`src/inc/gpjk_pkg.sv`:
```
// Constants, register map and types for the port J/K control block
// What this block does
// Small port has three pins, direction set per pin.
// Reset leaves small port pins plain GPIO, input, output, pull-up off.
// Small port pin 0 is open drain: pulls low, never drives high.
// Small port data register at 0x00, data in bits 2-0, rest zero.
// Output enable register at 0x04, one driver enable per pin in bits 2-0.
// First function register at 0x08: bit2 timer, bit1 clock out, bit0 CEC.
// Second function register at 0x0C selects further alternate functions.
// Small port pull-up register at 0x2C enables pin pull-ups.
// Small port input register at 0x38 enables pin input buffers.
// Wide port function bits 7,6,3-0 pick irq inputs; bits 5,4 timer outputs.
// Wide port pull-up register bits 7-0 read/write, bits 31-8 read zero.
// Wide port input register bits 7-0 enable input buffers, reset zero.
// Software waking from stop selects irq function and enables input.
// Outside stop mode, input enable alone passes the pin to its irq.
// Second function bit 1 routes pin 1 to alarm; other bits read zero.
// Small port pull-up exists only in bits 2-1; bit 0 reads zero.
// A selected peripheral output drives the pin instead of the data register.
// Reserved bits ignore writes and read as zero.
package gpjk_pkg;
    localparam int         GPJK_ADDR_W      = 8;
    localparam int         GPJK_K_PINS      = 3;
    localparam int         GPJK_J_PINS      = 8;
    localparam logic [7:0] GPJK_K_DATA_OFF  = 8'h00;
    localparam logic [7:0] GPJK_K_OE_OFF    = 8'h04;
    localparam logic [7:0] GPJK_K_FN1_OFF   = 8'h08;
    localparam logic [7:0] GPJK_K_FN2_OFF   = 8'h0c;
    localparam logic [7:0] GPJK_K_PUP_OFF   = 8'h2c;
    localparam logic [7:0] GPJK_K_IE_OFF    = 8'h38;
    localparam logic [7:0] GPJK_J_FN_OFF    = 8'h40;
    localparam logic [7:0] GPJK_J_PUP_OFF   = 8'h44;
    localparam logic [7:0] GPJK_J_IE_OFF    = 8'h48;
    localparam int         GPJK_K_ALARM_BIT = 1;
    localparam logic [1:0] GPJK_RESP_OKAY   = 2'h0;
    localparam logic [1:0] GPJK_RESP_SLVERR = 2'h2;
    localparam logic [2:0] GPJK_K_RESET     = 3'h0;
    localparam logic [7:0] GPJK_J_RESET     = 8'h00;

    typedef enum logic [2:0] {
        GPJK_RD_IDLE  = 3'b001,
        GPJK_RD_FETCH = 3'b010,
        GPJK_RD_RESP  = 3'b100
    } gpjk_rd_e;
endpackage

```
`src/core/gpjk_axil_slave.sv`:
```
// AXI4-Lite slave front end for the port J/K control block
`timescale 1ns/1ps
module gpjk_axil_slave
    import gpjk_pkg::*;
#(
    parameter int ADDR_W = GPJK_ADDR_W
) (
    input  wire logic              clk,
    input  wire logic              resetn,
    input  wire logic [ADDR_W-1:0] awaddr,
    input  wire logic              awvalid,
    output logic                   awready,
    input  wire logic [31:0]       wdata,
    input  wire logic [3:0]        wstrb,
    input  wire logic              wvalid,
    output logic                   wready,
    output logic [1:0]             bresp,
    output logic                   bvalid,
    input  wire logic              bready,
    input  wire logic [ADDR_W-1:0] araddr,
    input  wire logic              arvalid,
    output logic                   arready,
    output logic [31:0]            rdata,
    output logic [1:0]             rresp,
    output logic                   rvalid,
    input  wire logic              rready,
    output logic                   wrEn,
    output logic [ADDR_W-1:0]      wrAddr,
    output logic [31:0]            wrData,
    output logic [3:0]             wrStrb,
    input  wire logic              wrHit,
    output logic [ADDR_W-1:0]      rdAddr,
    input  wire logic [31:0]       rdData,
    input  wire logic              rdHit
);
    typedef struct packed {
        logic              awHave;
        logic              wHave;
        logic              awReady;
        logic              wReady;
        logic [ADDR_W-1:0] awAddr;
        logic [31:0]       wData;
        logic [3:0]        wStrb;
        logic              bValid;
        logic [1:0]        bResp;
        gpjk_rd_e          rdState;
        logic              arReady;
        logic [ADDR_W-1:0] arAddr;
        logic              rValid;
        logic [31:0]       rData;
        logic [1:0]        rResp;
    } gpjk_axs_s;

    gpjk_axs_s st_r;
    gpjk_axs_s st_nxt;

    always_comb begin
        st_nxt = st_r;
        wrEn   = st_r.awHave && st_r.wHave && !st_r.bValid;
        if (awvalid && st_r.awReady) begin
            st_nxt.awHave = 1'b1;
            st_nxt.awAddr = awaddr;
        end
        if (wvalid && st_r.wReady) begin
            st_nxt.wHave = 1'b1;
            st_nxt.wData = wdata;
            st_nxt.wStrb = wstrb;
        end
        // Address and data may arrive in either order; the write fires once both are held
        if (wrEn) begin
            st_nxt.awHave = 1'b0;
            st_nxt.wHave  = 1'b0;
            st_nxt.bValid = 1'b1;
            st_nxt.bResp  = wrHit ? GPJK_RESP_OKAY : GPJK_RESP_SLVERR;
        end
        if (st_r.bValid && bready) begin
            st_nxt.bValid = 1'b0;
        end
        case (st_r.rdState)
            GPJK_RD_IDLE: begin
                if (arvalid) begin
                    st_nxt.arAddr  = araddr;
                    st_nxt.rdState = GPJK_RD_FETCH;
                end
            end
            GPJK_RD_FETCH: begin
                // Unmapped reads answer zero with an error
                st_nxt.rData   = rdHit ? rdData : 32'h0000_0000;
                st_nxt.rResp   = rdHit ? GPJK_RESP_OKAY : GPJK_RESP_SLVERR;
                st_nxt.rValid  = 1'b1;
                st_nxt.rdState = GPJK_RD_RESP;
            end
            GPJK_RD_RESP: begin
                if (rready) begin
                    st_nxt.rValid  = 1'b0;
                    st_nxt.rdState = GPJK_RD_IDLE;
                end
            end
            default: begin
                st_nxt.rValid  = 1'b0;
                st_nxt.rdState = GPJK_RD_IDLE;
            end
        endcase
        // Ready lowers while a transfer is pending, so one write and one read at a time
        st_nxt.awReady = !st_nxt.awHave && !st_nxt.bValid;
        st_nxt.wReady  = !st_nxt.wHave && !st_nxt.bValid;
        st_nxt.arReady = st_nxt.rdState == GPJK_RD_IDLE;
    end

    always_ff @(posedge clk or negedge resetn) begin
        if (!resetn) begin
            st_r         <= '0;
            st_r.rdState <= GPJK_RD_IDLE;
            st_r.awReady <= 1'b1;
            st_r.wReady  <= 1'b1;
            st_r.arReady <= 1'b1;
        end else begin
            st_r <= st_nxt;
        end
    end

    assign awready = st_r.awReady;
    assign wready  = st_r.wReady;
    assign bvalid  = st_r.bValid;
    assign bresp   = st_r.bResp;
    assign arready = st_r.arReady;
    assign rvalid  = st_r.rValid;
    assign rdata   = st_r.rData;
    assign rresp   = st_r.rResp;
    assign wrAddr  = st_r.awAddr;
    assign wrData  = st_r.wData;
    assign wrStrb  = st_r.wStrb;
    assign rdAddr  = st_r.arAddr;
endmodule // gpjk_axil_slave

```
`src/core/gpjk_port_ctrl.sv`:
```
// Port J/K pin control: register file, pin muxing and irq gating
`timescale 1ns/1ps
module gpjk_port_ctrl
    import gpjk_pkg::*;
#(
    parameter int ADDR_W = GPJK_ADDR_W,
    parameter int K_PINS = GPJK_K_PINS,
    parameter int J_PINS = GPJK_J_PINS
) (
    input  wire logic              clk,
    input  wire logic              resetn,
    input  wire logic [ADDR_W-1:0] awaddr,
    input  wire logic              awvalid,
    output logic                   awready,
    input  wire logic [31:0]       wdata,
    input  wire logic [3:0]        wstrb,
    input  wire logic              wvalid,
    output logic                   wready,
    output logic [1:0]             bresp,
    output logic                   bvalid,
    input  wire logic              bready,
    input  wire logic [ADDR_W-1:0] araddr,
    input  wire logic              arvalid,
    output logic                   arready,
    output logic [31:0]            rdata,
    output logic [1:0]             rresp,
    output logic                   rvalid,
    input  wire logic              rready,
    input  wire logic [K_PINS-1:0] smallPinIn,
    output logic [K_PINS-1:0]      smallPinOut,
    output logic [K_PINS-1:0]      smallPinOe,
    output logic [K_PINS-1:0]      smallPullupEn,
    output logic [K_PINS-1:0]      smallInBufEn,
    input  wire logic              timerNineOutput,
    input  wire logic              systemClockOutput,
    input  wire logic              alarmOutput,
    output logic                   cecInput,
    input  wire logic [J_PINS-1:0] widePinIn,
    input  wire logic              timerSixOutput,
    input  wire logic              timerSevenOutput,
    input  wire logic              stopMode,
    output logic [1:0]             wideTimerOut,
    output logic [1:0]             wideTimerOe,
    output logic [J_PINS-1:0]      widePullupEn,
    output logic [J_PINS-1:0]      wideInBufEn,
    output logic [5:0]             extIrqLines
);
    typedef struct packed {
        logic [K_PINS-1:0] smallPinData;
        logic [K_PINS-1:0] smallOutputEnable;
        logic [K_PINS-1:0] smallFunction1;
        logic              pin1AlarmOutputSelect;
        logic [K_PINS-1:0] smallPullup;
        logic [K_PINS-1:0] smallInputEnable;
        logic [J_PINS-1:0] wideFunction;
        logic [J_PINS-1:0] widePullup;
        logic [J_PINS-1:0] wideInputEnable;
        logic [K_PINS-1:0] pinOut;
        logic [K_PINS-1:0] pinOe;
        logic [K_PINS-1:0] pullupOut;
        logic [K_PINS-1:0] inBufOut;
        logic              cec;
        logic [1:0]        wTimerOut;
        logic [1:0]        wTimerOe;
        logic [J_PINS-1:0] wPullupOut;
        logic [J_PINS-1:0] wInBufOut;
        logic [5:0]        irqOut;
    } gpjk_port_s;

    gpjk_port_s        st_r;
    gpjk_port_s        st_nxt;
    logic              wrEn;
    logic [ADDR_W-1:0] wrAddr;
    logic [31:0]       wrData;
    logic [3:0]        wrStrb;
    logic [ADDR_W-1:0] rdAddr;
    logic [31:0]       rdData;
    logic              wrHit;
    logic              rdHit;
    logic [J_PINS-1:0] wideIrqPass;
    logic [5:0]        irqPins;
    logic [5:0]        irqGate;

    // Word index match; byte offsets within a word are ignored
    function automatic logic atOffset(input logic [ADDR_W-1:0] a, input logic [7:0] off);
        atOffset = a[ADDR_W-1:2] == off[ADDR_W-1:2];
    endfunction

    function automatic logic isMapped(input logic [ADDR_W-1:0] a);
        isMapped = atOffset(a, GPJK_K_DATA_OFF) || atOffset(a, GPJK_K_OE_OFF) ||
                   atOffset(a, GPJK_K_FN1_OFF) || atOffset(a, GPJK_K_FN2_OFF) ||
                   atOffset(a, GPJK_K_PUP_OFF) || atOffset(a, GPJK_K_IE_OFF) ||
                   atOffset(a, GPJK_J_FN_OFF) || atOffset(a, GPJK_J_PUP_OFF) ||
                   atOffset(a, GPJK_J_IE_OFF);
    endfunction

    gpjk_axil_slave #(
        .ADDR_W (ADDR_W)
    ) u_bus (
        .clk     (clk),
        .resetn  (resetn),
        .awaddr  (awaddr),
        .awvalid (awvalid),
        .awready (awready),
        .wdata   (wdata),
        .wstrb   (wstrb),
        .wvalid  (wvalid),
        .wready  (wready),
        .bresp   (bresp),
        .bvalid  (bvalid),
        .bready  (bready),
        .araddr  (araddr),
        .arvalid (arvalid),
        .arready (arready),
        .rdata   (rdata),
        .rresp   (rresp),
        .rvalid  (rvalid),
        .rready  (rready),
        .wrEn    (wrEn),
        .wrAddr  (wrAddr),
        .wrData  (wrData),
        .wrStrb  (wrStrb),
        .wrHit   (wrHit),
        .rdAddr  (rdAddr),
        .rdData  (rdData),
        .rdHit   (rdHit)
    );

    assign wrHit = isMapped(wrAddr);
    assign rdHit = isMapped(rdAddr);

    // Readback; only implemented bits reach the bus, the rest stay zero
    always_comb begin
        rdData = 32'h0000_0000;
        if (atOffset(rdAddr, GPJK_K_DATA_OFF)) begin
            // Driven pins read the latch, others read the pin through its input buffer
            rdData[K_PINS-1:0] = (st_r.smallOutputEnable & st_r.smallPinData) |
                                 (~st_r.smallOutputEnable & st_r.smallInputEnable & smallPinIn);
        end else if (atOffset(rdAddr, GPJK_K_OE_OFF)) begin
            rdData[K_PINS-1:0] = st_r.smallOutputEnable;
        end else if (atOffset(rdAddr, GPJK_K_FN1_OFF)) begin
            rdData[K_PINS-1:0] = st_r.smallFunction1;
        end else if (atOffset(rdAddr, GPJK_K_FN2_OFF)) begin
            rdData[GPJK_K_ALARM_BIT] = st_r.pin1AlarmOutputSelect;
        end else if (atOffset(rdAddr, GPJK_K_PUP_OFF)) begin
            rdData[K_PINS-1:0] = st_r.smallPullup;
        end else if (atOffset(rdAddr, GPJK_K_IE_OFF)) begin
            rdData[K_PINS-1:0] = st_r.smallInputEnable;
        end else if (atOffset(rdAddr, GPJK_J_FN_OFF)) begin
            rdData[J_PINS-1:0] = st_r.wideFunction;
        end else if (atOffset(rdAddr, GPJK_J_PUP_OFF)) begin
            rdData[J_PINS-1:0] = st_r.widePullup;
        end else if (atOffset(rdAddr, GPJK_J_IE_OFF)) begin
            rdData[J_PINS-1:0] = st_r.wideInputEnable;
        end
    end

    // In stop mode only pins with both function and input selected may wake the chip
    assign wideIrqPass = stopMode ? (st_r.wideFunction & st_r.wideInputEnable) : st_r.wideInputEnable;
    assign irqPins     = {widePinIn[7:6], widePinIn[3:0]};
    assign irqGate     = {wideIrqPass[7:6], wideIrqPass[3:0]};

    always_comb begin
        st_nxt = st_r;
        if (wrEn && wrStrb[0]) begin
            if (atOffset(wrAddr, GPJK_K_DATA_OFF)) begin
                st_nxt.smallPinData = wrData[K_PINS-1:0];
            end
            if (atOffset(wrAddr, GPJK_K_OE_OFF)) begin
                st_nxt.smallOutputEnable = wrData[K_PINS-1:0];
            end
            if (atOffset(wrAddr, GPJK_K_FN1_OFF)) begin
                st_nxt.smallFunction1 = wrData[K_PINS-1:0];
            end
            if (atOffset(wrAddr, GPJK_K_FN2_OFF)) begin
                st_nxt.pin1AlarmOutputSelect = wrData[GPJK_K_ALARM_BIT];
            end
            if (atOffset(wrAddr, GPJK_K_PUP_OFF)) begin
                // Open-drain pin has no pull-up, so its bit is not stored
                st_nxt.smallPullup = {wrData[K_PINS-1:1], 1'b0};
            end
            if (atOffset(wrAddr, GPJK_K_IE_OFF)) begin
                st_nxt.smallInputEnable = wrData[K_PINS-1:0];
            end
            if (atOffset(wrAddr, GPJK_J_FN_OFF)) begin
                st_nxt.wideFunction = wrData[J_PINS-1:0];
            end
            if (atOffset(wrAddr, GPJK_J_PUP_OFF)) begin
                st_nxt.widePullup = wrData[J_PINS-1:0];
            end
            if (atOffset(wrAddr, GPJK_J_IE_OFF)) begin
                st_nxt.wideInputEnable = wrData[J_PINS-1:0];
            end
        end

        // Pin 0 only ever sinks; a one releases the line to the external pull-up
        st_nxt.pinOut[0] = 1'b0;
        st_nxt.pinOe[0]  = st_r.smallOutputEnable[0] && !st_r.smallPinData[0];
        // Clock output takes precedence over alarm when software sets both
        st_nxt.pinOut[1] = st_r.smallFunction1[1] ? systemClockOutput :
                           st_r.pin1AlarmOutputSelect ? alarmOutput : st_r.smallPinData[1];
        st_nxt.pinOe[1]  = st_r.smallOutputEnable[1];
        st_nxt.pinOut[2] = st_r.smallFunction1[2] ? timerNineOutput : st_r.smallPinData[2];
        st_nxt.pinOe[2]  = st_r.smallOutputEnable[2];
        st_nxt.pullupOut = st_r.smallPullup;
        st_nxt.inBufOut  = st_r.smallInputEnable;
        st_nxt.cec       = st_r.smallFunction1[0] && st_r.smallInputEnable[0] && smallPinIn[0];

        st_nxt.wTimerOut  = {timerSevenOutput, timerSixOutput} & st_r.wideFunction[5:4];
        st_nxt.wTimerOe   = st_r.wideFunction[5:4];
        st_nxt.wPullupOut = st_r.widePullup;
        st_nxt.wInBufOut  = st_r.wideInputEnable;
        st_nxt.irqOut     = irqPins & irqGate;
    end

    always_ff @(posedge clk or negedge resetn) begin
        if (!resetn) begin
            st_r <= '0;
        end else begin
            st_r <= st_nxt;
        end
    end

    assign smallPinOut   = st_r.pinOut;
    assign smallPinOe    = st_r.pinOe;
    assign smallPullupEn = st_r.pullupOut;
    assign smallInBufEn  = st_r.inBufOut;
    assign cecInput      = st_r.cec;
    assign wideTimerOut  = st_r.wTimerOut;
    assign wideTimerOe   = st_r.wTimerOe;
    assign widePullupEn  = st_r.wPullupOut;
    assign wideInBufEn   = st_r.wInBufOut;
    assign extIrqLines   = st_r.irqOut;
endmodule // gpjk_port_ctrl

```
`config.mk`:
```
export PLATFORM = sky130hd
export DESIGN_NAME = gpjk_port_ctrl
export DESIGN_NICKNAME = d
export VERILOG_FILES = /design/src/inc/gpjk_pkg.sv /design/src/core/gpjk_axil_slave.sv /design/src/core/gpjk_port_ctrl.sv
export SDC_FILE = /design/constraint.sdc
export NUM_CORES = 1
export LEC_CHECK = 0
export ABC_AREA = 0
export BUFFER_PORTS_ARGS = -buffer_cell sky130_fd_sc_hd__buf_2
export CELL_PAD_IN_SITES_DETAIL_PLACEMENT = 1
export CELL_PAD_IN_SITES_GLOBAL_PLACEMENT = 1
export CORE_MARGIN = 2
export CORE_UTILIZATION = 43
export CTS_CLUSTER_SIZE = 16
export DETAILED_ROUTE_END_ITERATION = 6
export PLACE_DENSITY_LB_ADDON = 0.1
export SYNTH_ARGS = -nofsm -noshare
export SYNTH_HDL_FRONTEND = slang
export SYNTH_SLANG_ARGS = --single-unit
export TNS_END_PERCENT = 1
```
`constraint.sdc`:
```
create_clock -name clk -period 2.89 [get_ports clk]
set_clock_uncertainty 0.05 [all_clocks]
set_input_delay 0.4335 -clock clk [delete_from_list [all_inputs] [get_ports clk]]
set_output_delay 0.4335 -clock clk [all_outputs]
set_load 0.03 [all_outputs]
```
==> results of run 1 <==
==> area by class of cell <==
| cell class | count | area, um2 | share of cell area, % |
|---|---|---|---|
| Tap cell | 147 | 184 | 3.05 |
| Inverter | 12 | 45.0 | 0.746 |
| Timing Repair Buffer | 99 | 523 | 8.66 |
| Sequential cell | 117 | 2930 | 48.6 |
| Multi-Input combinational cell | 241 | 1740 | 28.8 |
| Clock buffer | 19 | 433 | 7.17 |
| Clock inverter | 13 | 181 | 3.01 |
==> cells by family after synthesis <==
group | after synthesis | synth area share, %
flops | 117 | 56.2
other cells | 1 | 0.0718
simple gates | 86 | 10.0
buf+inv | 99 | 12.5
mux | 67 | 14.2
compound gates | 60 | 7.02
==> layer usage <==
| layer | up-vias | GRT usage, % |
|---|---|---|
| li1 | 1504 | - |
| met2 | 79 | 30.0 |
| met3 | 19 | 5.13 |
| met1 | 1608 | 23.6 |
| met4 | 0 | 8.05 |
| met5 | - | 0 |
==> synth_stat cells, drive strengths merged (2+ instances only) <==
cell	instances
dfrtp	113
buf	78
mux2	58
nand2	28
a21oi	21
o21ai	18
nor2	14
inv	12
clkbuf	9
mux2i	9
nor2b	7
nor3	6
and2	4
dfstp	4
nor3b	4
and3	3
nand3b	3
o21a	3
o2bb2ai	3
a221oi	2
and3b	2
nand2b	2
nand3	2
nand4b	2
or2	2
or3b	2
==> flip-flops by register name, indices dropped and copies added (netlist names), 2 cells and up <==
register and flops:
u_bus.wrData 8, smallPinOe 3, smallPinOut 2, st_r 14, u_bus.st_r 5, smallInBufEn 3, wideInBufEn 8, widePullupEn 8
wideTimerOut 2, smallPullupEn 2, u_bus.rdata 8, wideTimerOe 2, u_bus.rdAddr 6, st_nxt 25, u_bus.wrAddr 6, extIrqLines 6
==> power groups by stage <==
stage	Combinational, mW	Sequential, mW	Clock (mW)
floorplan	1.56	2.56	0
global placement	1.69	2.75	0
detailed placement	1.72	2.77	0
CTS	1.74	2.75	2.23
global route	1.87	2.84	2.31
finish	1.71	2.74	2.18
==> worst min path at each step <==
stage,from,to,slack (ps),cells past startpoint
finish,resetn,u_bus.wrAddr[5]$_DFFE_PN0P_,40,1
floorplan,resetn,cecInput$_DFF_PN0_,90,0
CTS,resetn,u_bus.st_r[97]$_DFF_PN0_,60,1
global route,resetn,u_bus.wrAddr[6]$_DFFE_PN0P_,90,1
detailed placement,st_nxt[21]$_DFFE_PN0P_,widePullupEn[7]$_DFF_PN0_,330,0
global placement,st_nxt[21]$_DFFE_PN0P_,widePullupEn[7]$_DFF_PN0_,330,0
==> metrics by stage <==
stage / power (mW) / std cells / area (um2) / hold WS, ps / worst slack (ps)
floorplan: 4.12 / 457 / 5320 / 87.9 / 822
global placement: 4.43 / 616 / 5420 / 334 / 759
detailed placement: 4.49 / 616 / 5420 / 333 / 701
CTS: 6.72 / 648 / 6040 / 59.2 / 651
global route: 7.03 / 648 / 6040 / 92.9 / 582
finish: 6.63 / 648 / 6040 / 36.7 / 726
==> impl_metrics.py, run 1 <==
metrics = {
    "cts": {
        "cts_hold_buf": 0,
        "cts_inserted_buffers": 17,
        "post_cts_resized": 0,
        "cts_max_path_buffers": 2,
        "cts_setup_buffers": 0,
        "cts.sinks": 117,
        "cts_tree": "built",
        "cts.clk_slew.worst_paths_ps": 60,
        "cts_htree_levels": 4,
        "cts-root-buf": "clkbuf_16",
        "clk-insertion-delay-late_ps": 410,
    },
    "critical_path": {
        "rrSetupSlack_ps": 730,
        "r2r-start": "u_bus.bvalid$_DFF_PN0_",
        "crit_family": "simple AND/OR/NAND/NOR gates",
        "ff2ff_path_depth": 5,
        "critical_path.startpoint": "u_bus.bvalid$_DFF_PN0_",
        "worst_ep_required_time_ps": 3130,
        "path_class": "reg -> reg",
        "start_kind": "flip-flop",
        "end_kind": "flip-flop",
        "crit_fanout": 8,
        "cp.depth": 5,
        "critPathSlowestCell": "or3b_4",
        "arrival_ps": 2410,
        "crit_end": "st_nxt[15]$_DFFE_PN0P_",
        "rr_endpoint": "st_nxt[15]$_DFFE_PN0P_",
        "path_buf_inv": 0,
        "max_stage_delay_ps": 450,
        "cp_cell_sequence": "nand3b_4 -> or3b_4 -> nor3b_4 -> nand3_2 -> mux2_2",
    },
    "pwr": {
        "p_sw_mw": 2.30,
        "p_leak_nw": 3.06,
        "internal_power_mw": 4.33,
        "pwr-share-seq_pct": 41.3,
        "p_comb_share_pct": 25.8,
        "netSwitchingFraction_pct": 34.7,
        "p_per_area_nw_per_um2": 1100,
        "ir_drop_mv": 0.465,
        "clockPowerShare_pct": 32.9,
    },
    "synth": {
        "synth.yosys.seq_area_share_pct": 56.2,
        "postSynth.asyncResetShare_pct": 100,
        "ys_warn_count": 0,
        "postSynthCellCount": 430,
        "avgSynthCellArea_um2": 12.1,
        "synth_edf_count": 0,
        "synth_area_um2": 5220,
        "synth_ff_type": "dfrtp_1",
        "synth_area_leaders": "dfrtp_1 (54%), mux2_2 (13%), buf_4 (11%), a21oi_1 (2.0%), dfstp_2 (2.0%)",
        "yosys_register_bits": 117,
        "yosysTopAreaCellShare_pct": 54.1,
        "synth_top_cell_by_area": "dfrtp_1",
        "synth_cell_types": 53,
    },
    "timing": {
        "fin_crit_sh_pct": 74.9,
        "setup_viol": 0,
        "tightestPinTransition_ps": 741,
        "tns_ps": 0,
        "hold_violations": 0,
        "slew_violations": 0,
        "period_minus_slack_ps": 2160,
        "max_freq_ghz": 0.462,
        "timing.slew.headroom_pct": 50.6,
        "rsz0062_at_grt": "no",
    },
    "placed_design": {
        "port-buffer-count": 94,
        "post-dp-hpwl_um": 7780,
        "globalplace.congestion": 0.812,
    },
    "grt": {
        "first_global_vias": 3364,
        "antenna_found_initial": 1,
        "grt_max_degree": 58,
        "grt_overflow_total": 0,
        "track_usage_pct": 18.6,
        "grt_pass1_wl_um": 18100,
    },
    "detailed_routing": {
        "firstDrtPassIters": 4,
        "wl_per_cell_um": 17.2,
        "dr_wl_met2_um": 5500,
        "wl_um": 11100,
        "routed_via_density": 4.95,
        "drt_iter0_markers": 79,
        "vias": 3210,
        "topRoutingLayerUsed": "met4",
        "wl_met1_um": 4930,
        "drtAntennaViolNets": 0,
        "dr_wl_met3_um": 485,
        "drcViolationCount": 0,
    },
    "die": {
        "die_w_um": 114,
        "coreArea_um2": 11900,
        "die_area_um2": 13000,
        "floorplan.initialDensity_pct": 43.8,
        "ios": 156,
        "fp-row-count": 40,
        "die_h_um": 114,
    },
    "cells_and_area": {
        "post-route-util_pct": 50.7,
        "fill_cells": 1293,
        "drive_gt1_share_pct": 40.1,
        "final_cell_mix": "dfrtp_1 (113), buf_2 (93), mux2_2 (58)",
        "syn_to_final_growth_pct": 15.6,
        "antennaDiodeCount": 0,
        "finalNetCount": 564,
        "final_common_cell": "dfrtp_1",
    },
    "run": {
        "max_cap_violations": 0,
    },
    "status": {
        "outcome": "complete, no violations",
    },
    "worst_hold_path": {
        "min_path_type": "in -> async",
    },
}
Power figures use the tool's default switching activity.
==> run 2, diff against run 1 <==
- ABC_AREA: 0 -> 1
- CORE_UTILIZATION: 43 -> 38
- clock period: 2.89 -> 2.2 ns (I/O delays scaled with it)
==> impl_metrics.py, run 2 <==
metrics = {
    "pwr": {
        "power.total_mw": 8.27,
        "ir_drop_mv": 0.737,
        "p_leak_nw": 3.17,
        "p_per_area_nw_per_um2": 1380,
    },
    "synth": {
        "muxShareOfSynthArea_pct": 0.221,
        "synthXorXnorAreaFrac_pct": 0,
        "yosysTopAreaCellShare_pct": 55.4,
        "synth_compound_area_share_pct": 10.7,
        "synth_area_leaders": "dfrtp_1 (55%), buf_4 (11%), nand2_1 (9.0%), o21ai_0 (6.2%), inv_1 (3.2%)",
        "synth_cell_types": 37,
        "synth_edf_count": 0,
        "postSynthCellCount": 532,
        "synth.yosys.seq_area_share_pct": 57.5,
        "yosys_register_bits": 117,
        "synth_top_family_by_area": "simple AND/OR/NAND/NOR gates",
        "avgSynthCellArea_um2": 9.60,
        "synthTopCellsByCount": "nand2_1 (123), dfrtp_1 (113), buf_4 (74), o21ai_0 (63), inv_1 (44)",
        "synth.most_common_cell": "nand2_1",
        "synth-adder-area-share_pct": 0,
        "synth-simple-area-share_pct": 16.3,
        "synth_top_cell_by_area": "dfrtp_1",
        "synth_ff_type": "dfrtp_1",
        "ys_warn_count": 0,
        "synth_area_um2": 5100,
        "postSynth.asyncResetShare_pct": 100,
    },
    "cts": {
        "clk-insertion-delay-late_ps": 410,
        "cts_inserted_buffers": 17,
        "cts.clk_slew.worst_paths_ps": 50,
        "cts-root-buf": "clkbuf_16",
        "cts.sinks": 117,
        "cts_tree": "built",
        "cts_htree_levels": 4,
        "cts_max_path_buffers": 2,
    },
    "grt": {
        "grt_pass1_wl_um": 19800,
        "grt_max_degree": 118,
        "first_global_vias": 3797,
        "antenna_found_initial": 0,
        "track_usage_pct": 17.9,
        "grt_overflow_total": 0,
    },
    "critical_path": {
        "max_stage_delay_ps": 490,
        "end_kind": "flip-flop",
        "critPathSlowestCell": "nor4_1",
        "path_class": "reg -> reg",
        "start_kind": "flip-flop",
        "worst_ep_required_time_ps": 2500,
        "cp_cell_sequence": "nor2_2 -> inv_1 -> nor4_1 -> a21oi_1 -> nand3_1 -> nand3_1 -> nand2_1",
        "cp_common_cell": "nand3_1",
        "crit_fanout": 4,
        "arrival_ps": 2090,
    },
    "placed_design": {
        "globalplace.congestion": 0.858,
        "place_ws_ps": 443,
        "port-buffer-count": 94,
        "dpl_cell_area_um2": 5340,
        "post-dp-hpwl_um": 8320,
    },
    "timing": {
        "tightestPinTransition_ps": 624,
        "tns_ps": 0,
        "rsz0062_at_grt": "no",
        "max_freq_ghz": 0.559,
        "setup_viol": 0,
        "timing.slew.headroom_pct": 58.0,
        "period_minus_slack_ps": 1790,
        "hold_violations": 0,
        "slew_violations": 0,
        "setup_slack_ps": 412,
        "fin_crit_sh_pct": 81.3,
    },
    "die": {
        "floorplan.initialDensity_pct": 38.7,
        "die_w_um": 120,
        "fp-row-count": 42,
        "die_area_um2": 14400,
        "ios": 156,
        "coreArea_um2": 13200,
        "die_h_um": 120,
    },
    "run": {
        "max_cap_violations": 0,
    },
    "worst_hold_path": {
        "min_path_type": "in -> reg",
    },
    "detailed_routing": {
        "drt_iter0_markers": 168,
        "routed_via_density": 4.59,
        "drtAntennaViolNets": 0,
        "wl_per_cell_um": 15.0,
        "firstDrtPassIters": 4,
        "vias": 3600,
        "wl_um": 11800,
        "drcViolationCount": 0,
    },
    "cells_and_area": {
        "antennaDiodeCount": 0,
        "finalNetCount": 672,
        "final_cell_mix": "nand2_1 (123), dfrtp_1 (113), buf_2 (93)",
        "largest_reg_flops": 25,
        "final_common_cell": "nand2_1",
        "syn_to_final_growth_pct": 17.0,
        "post-route-util_pct": 45.3,
        "design_area_um2": 5970,
        "drive_gt1_share_pct": 25.6,
    },
    "status": {
        "outcome": "complete, no violations",
    },
}
run 2: cell types whose count changed in the layout (fill, tap and decap cells not counted), sizes merged, moves of 7 or more:
cell	before	now
inv	13	46
mux2	58	1
mux2i	9	0
o21ai	18	74
nand2	28	124
nor2b	7	0
nor2	14	23
a21oi	21	11
nand3	2	24
run 2: worst paths after layout:
| path | from | endpoint | slack, ps | depth (start not counted) |
|---|---|---|---|---|
| max | u_bus.rdAddr[6]$_DFFE_PN0P_ | u_bus.rdata[0]$_DFFE_PN0P_ | 410 | 7 |
| min reg2reg | st_nxt[31]$_DFFE_PN0P_ | smallPullupEn[1]$_DFF_PN0_ | 360 | 0 |
| min | timerSixOutput | wideTimerOut[0]$_DFF_PN0_ | 60 | 3 |
| max in group asynchronous | resetn | smallInBufEn[2]$_DFF_PN0_ | 1150 | 3 |
| max reg2reg | u_bus.rdAddr[6]$_DFFE_PN0P_ | u_bus.rdata[0]$_DFFE_PN0P_ | 410 | 7 |
| min in group asynchronous | resetn | widePullupEn[4]$_DFF_PN0_ | 520 | 3 |
run 2: worst max-delay path, delay by kind of cell (launching register included):
family	cells	cell delay, ps
buffers and inverters	1	120
AO/OA/AOI/OAI	1	140
AND/OR/NAND/NOR	5	1000
flip-flops	1	420
run 2: cell families (layout without fill, tap and decap cells):
kind of cell	Yosys count	count (layout)
other	1	28
buffers and inverters	129	179
and+or+nand+nor	188	188
muxes	1	1
DFF	117	117
AOI/OAI and AO/OA	96	96
run 2: per-layer routing:
metal | track usage, % | vias to the layer above | wire length, um
met2 | 28.6 | 85 | 5550
met1 | 23.2 | 1748 | 5500
met5 | 0 | - | 0
met4 | 6.47 | 0 | 216
met3 | 4.99 | 17 | 543
li1 | - | 1750 | -
run 2: stage by stage:
step / std cells / hold WS, ps
5_1_grt: 785 / 64.4
3_5_place_dp: 752 / 343
2_1_floorplan: 559 / -15.6
6_report: 785 / 59.9
3_3_place_gp: 752 / 351
4_1_cts: 785 / 48.6
run 2: repair_timing:
item / in CTS / in global routing
setup buffers: 0 / 0
endpoints found under the hold margin: 48 / 0
setup endpoints to repair: 0 / 0
hold buffers: 1 / 0
gates resized for setup: 0 / 0
run 2: area by class of cell:
class	count	area [um2]
multi-input combinational	313	1500
clock inverter	9	123
sequential	117	2930
timing repair buffer	99	526
inverter	48	180
tap	176	220
fill	1542	7220
clock buffer	23	498
run 2: where the power goes:
group          internal, mW  leakage, nW  switching (mW)  total [mW]
clock network          1.92        0.309           0.950        2.87
logic                 0.584         1.30            1.57        2.16
registers              2.80         1.57           0.440        3.24
total                  5.31         3.17            2.96        8.27
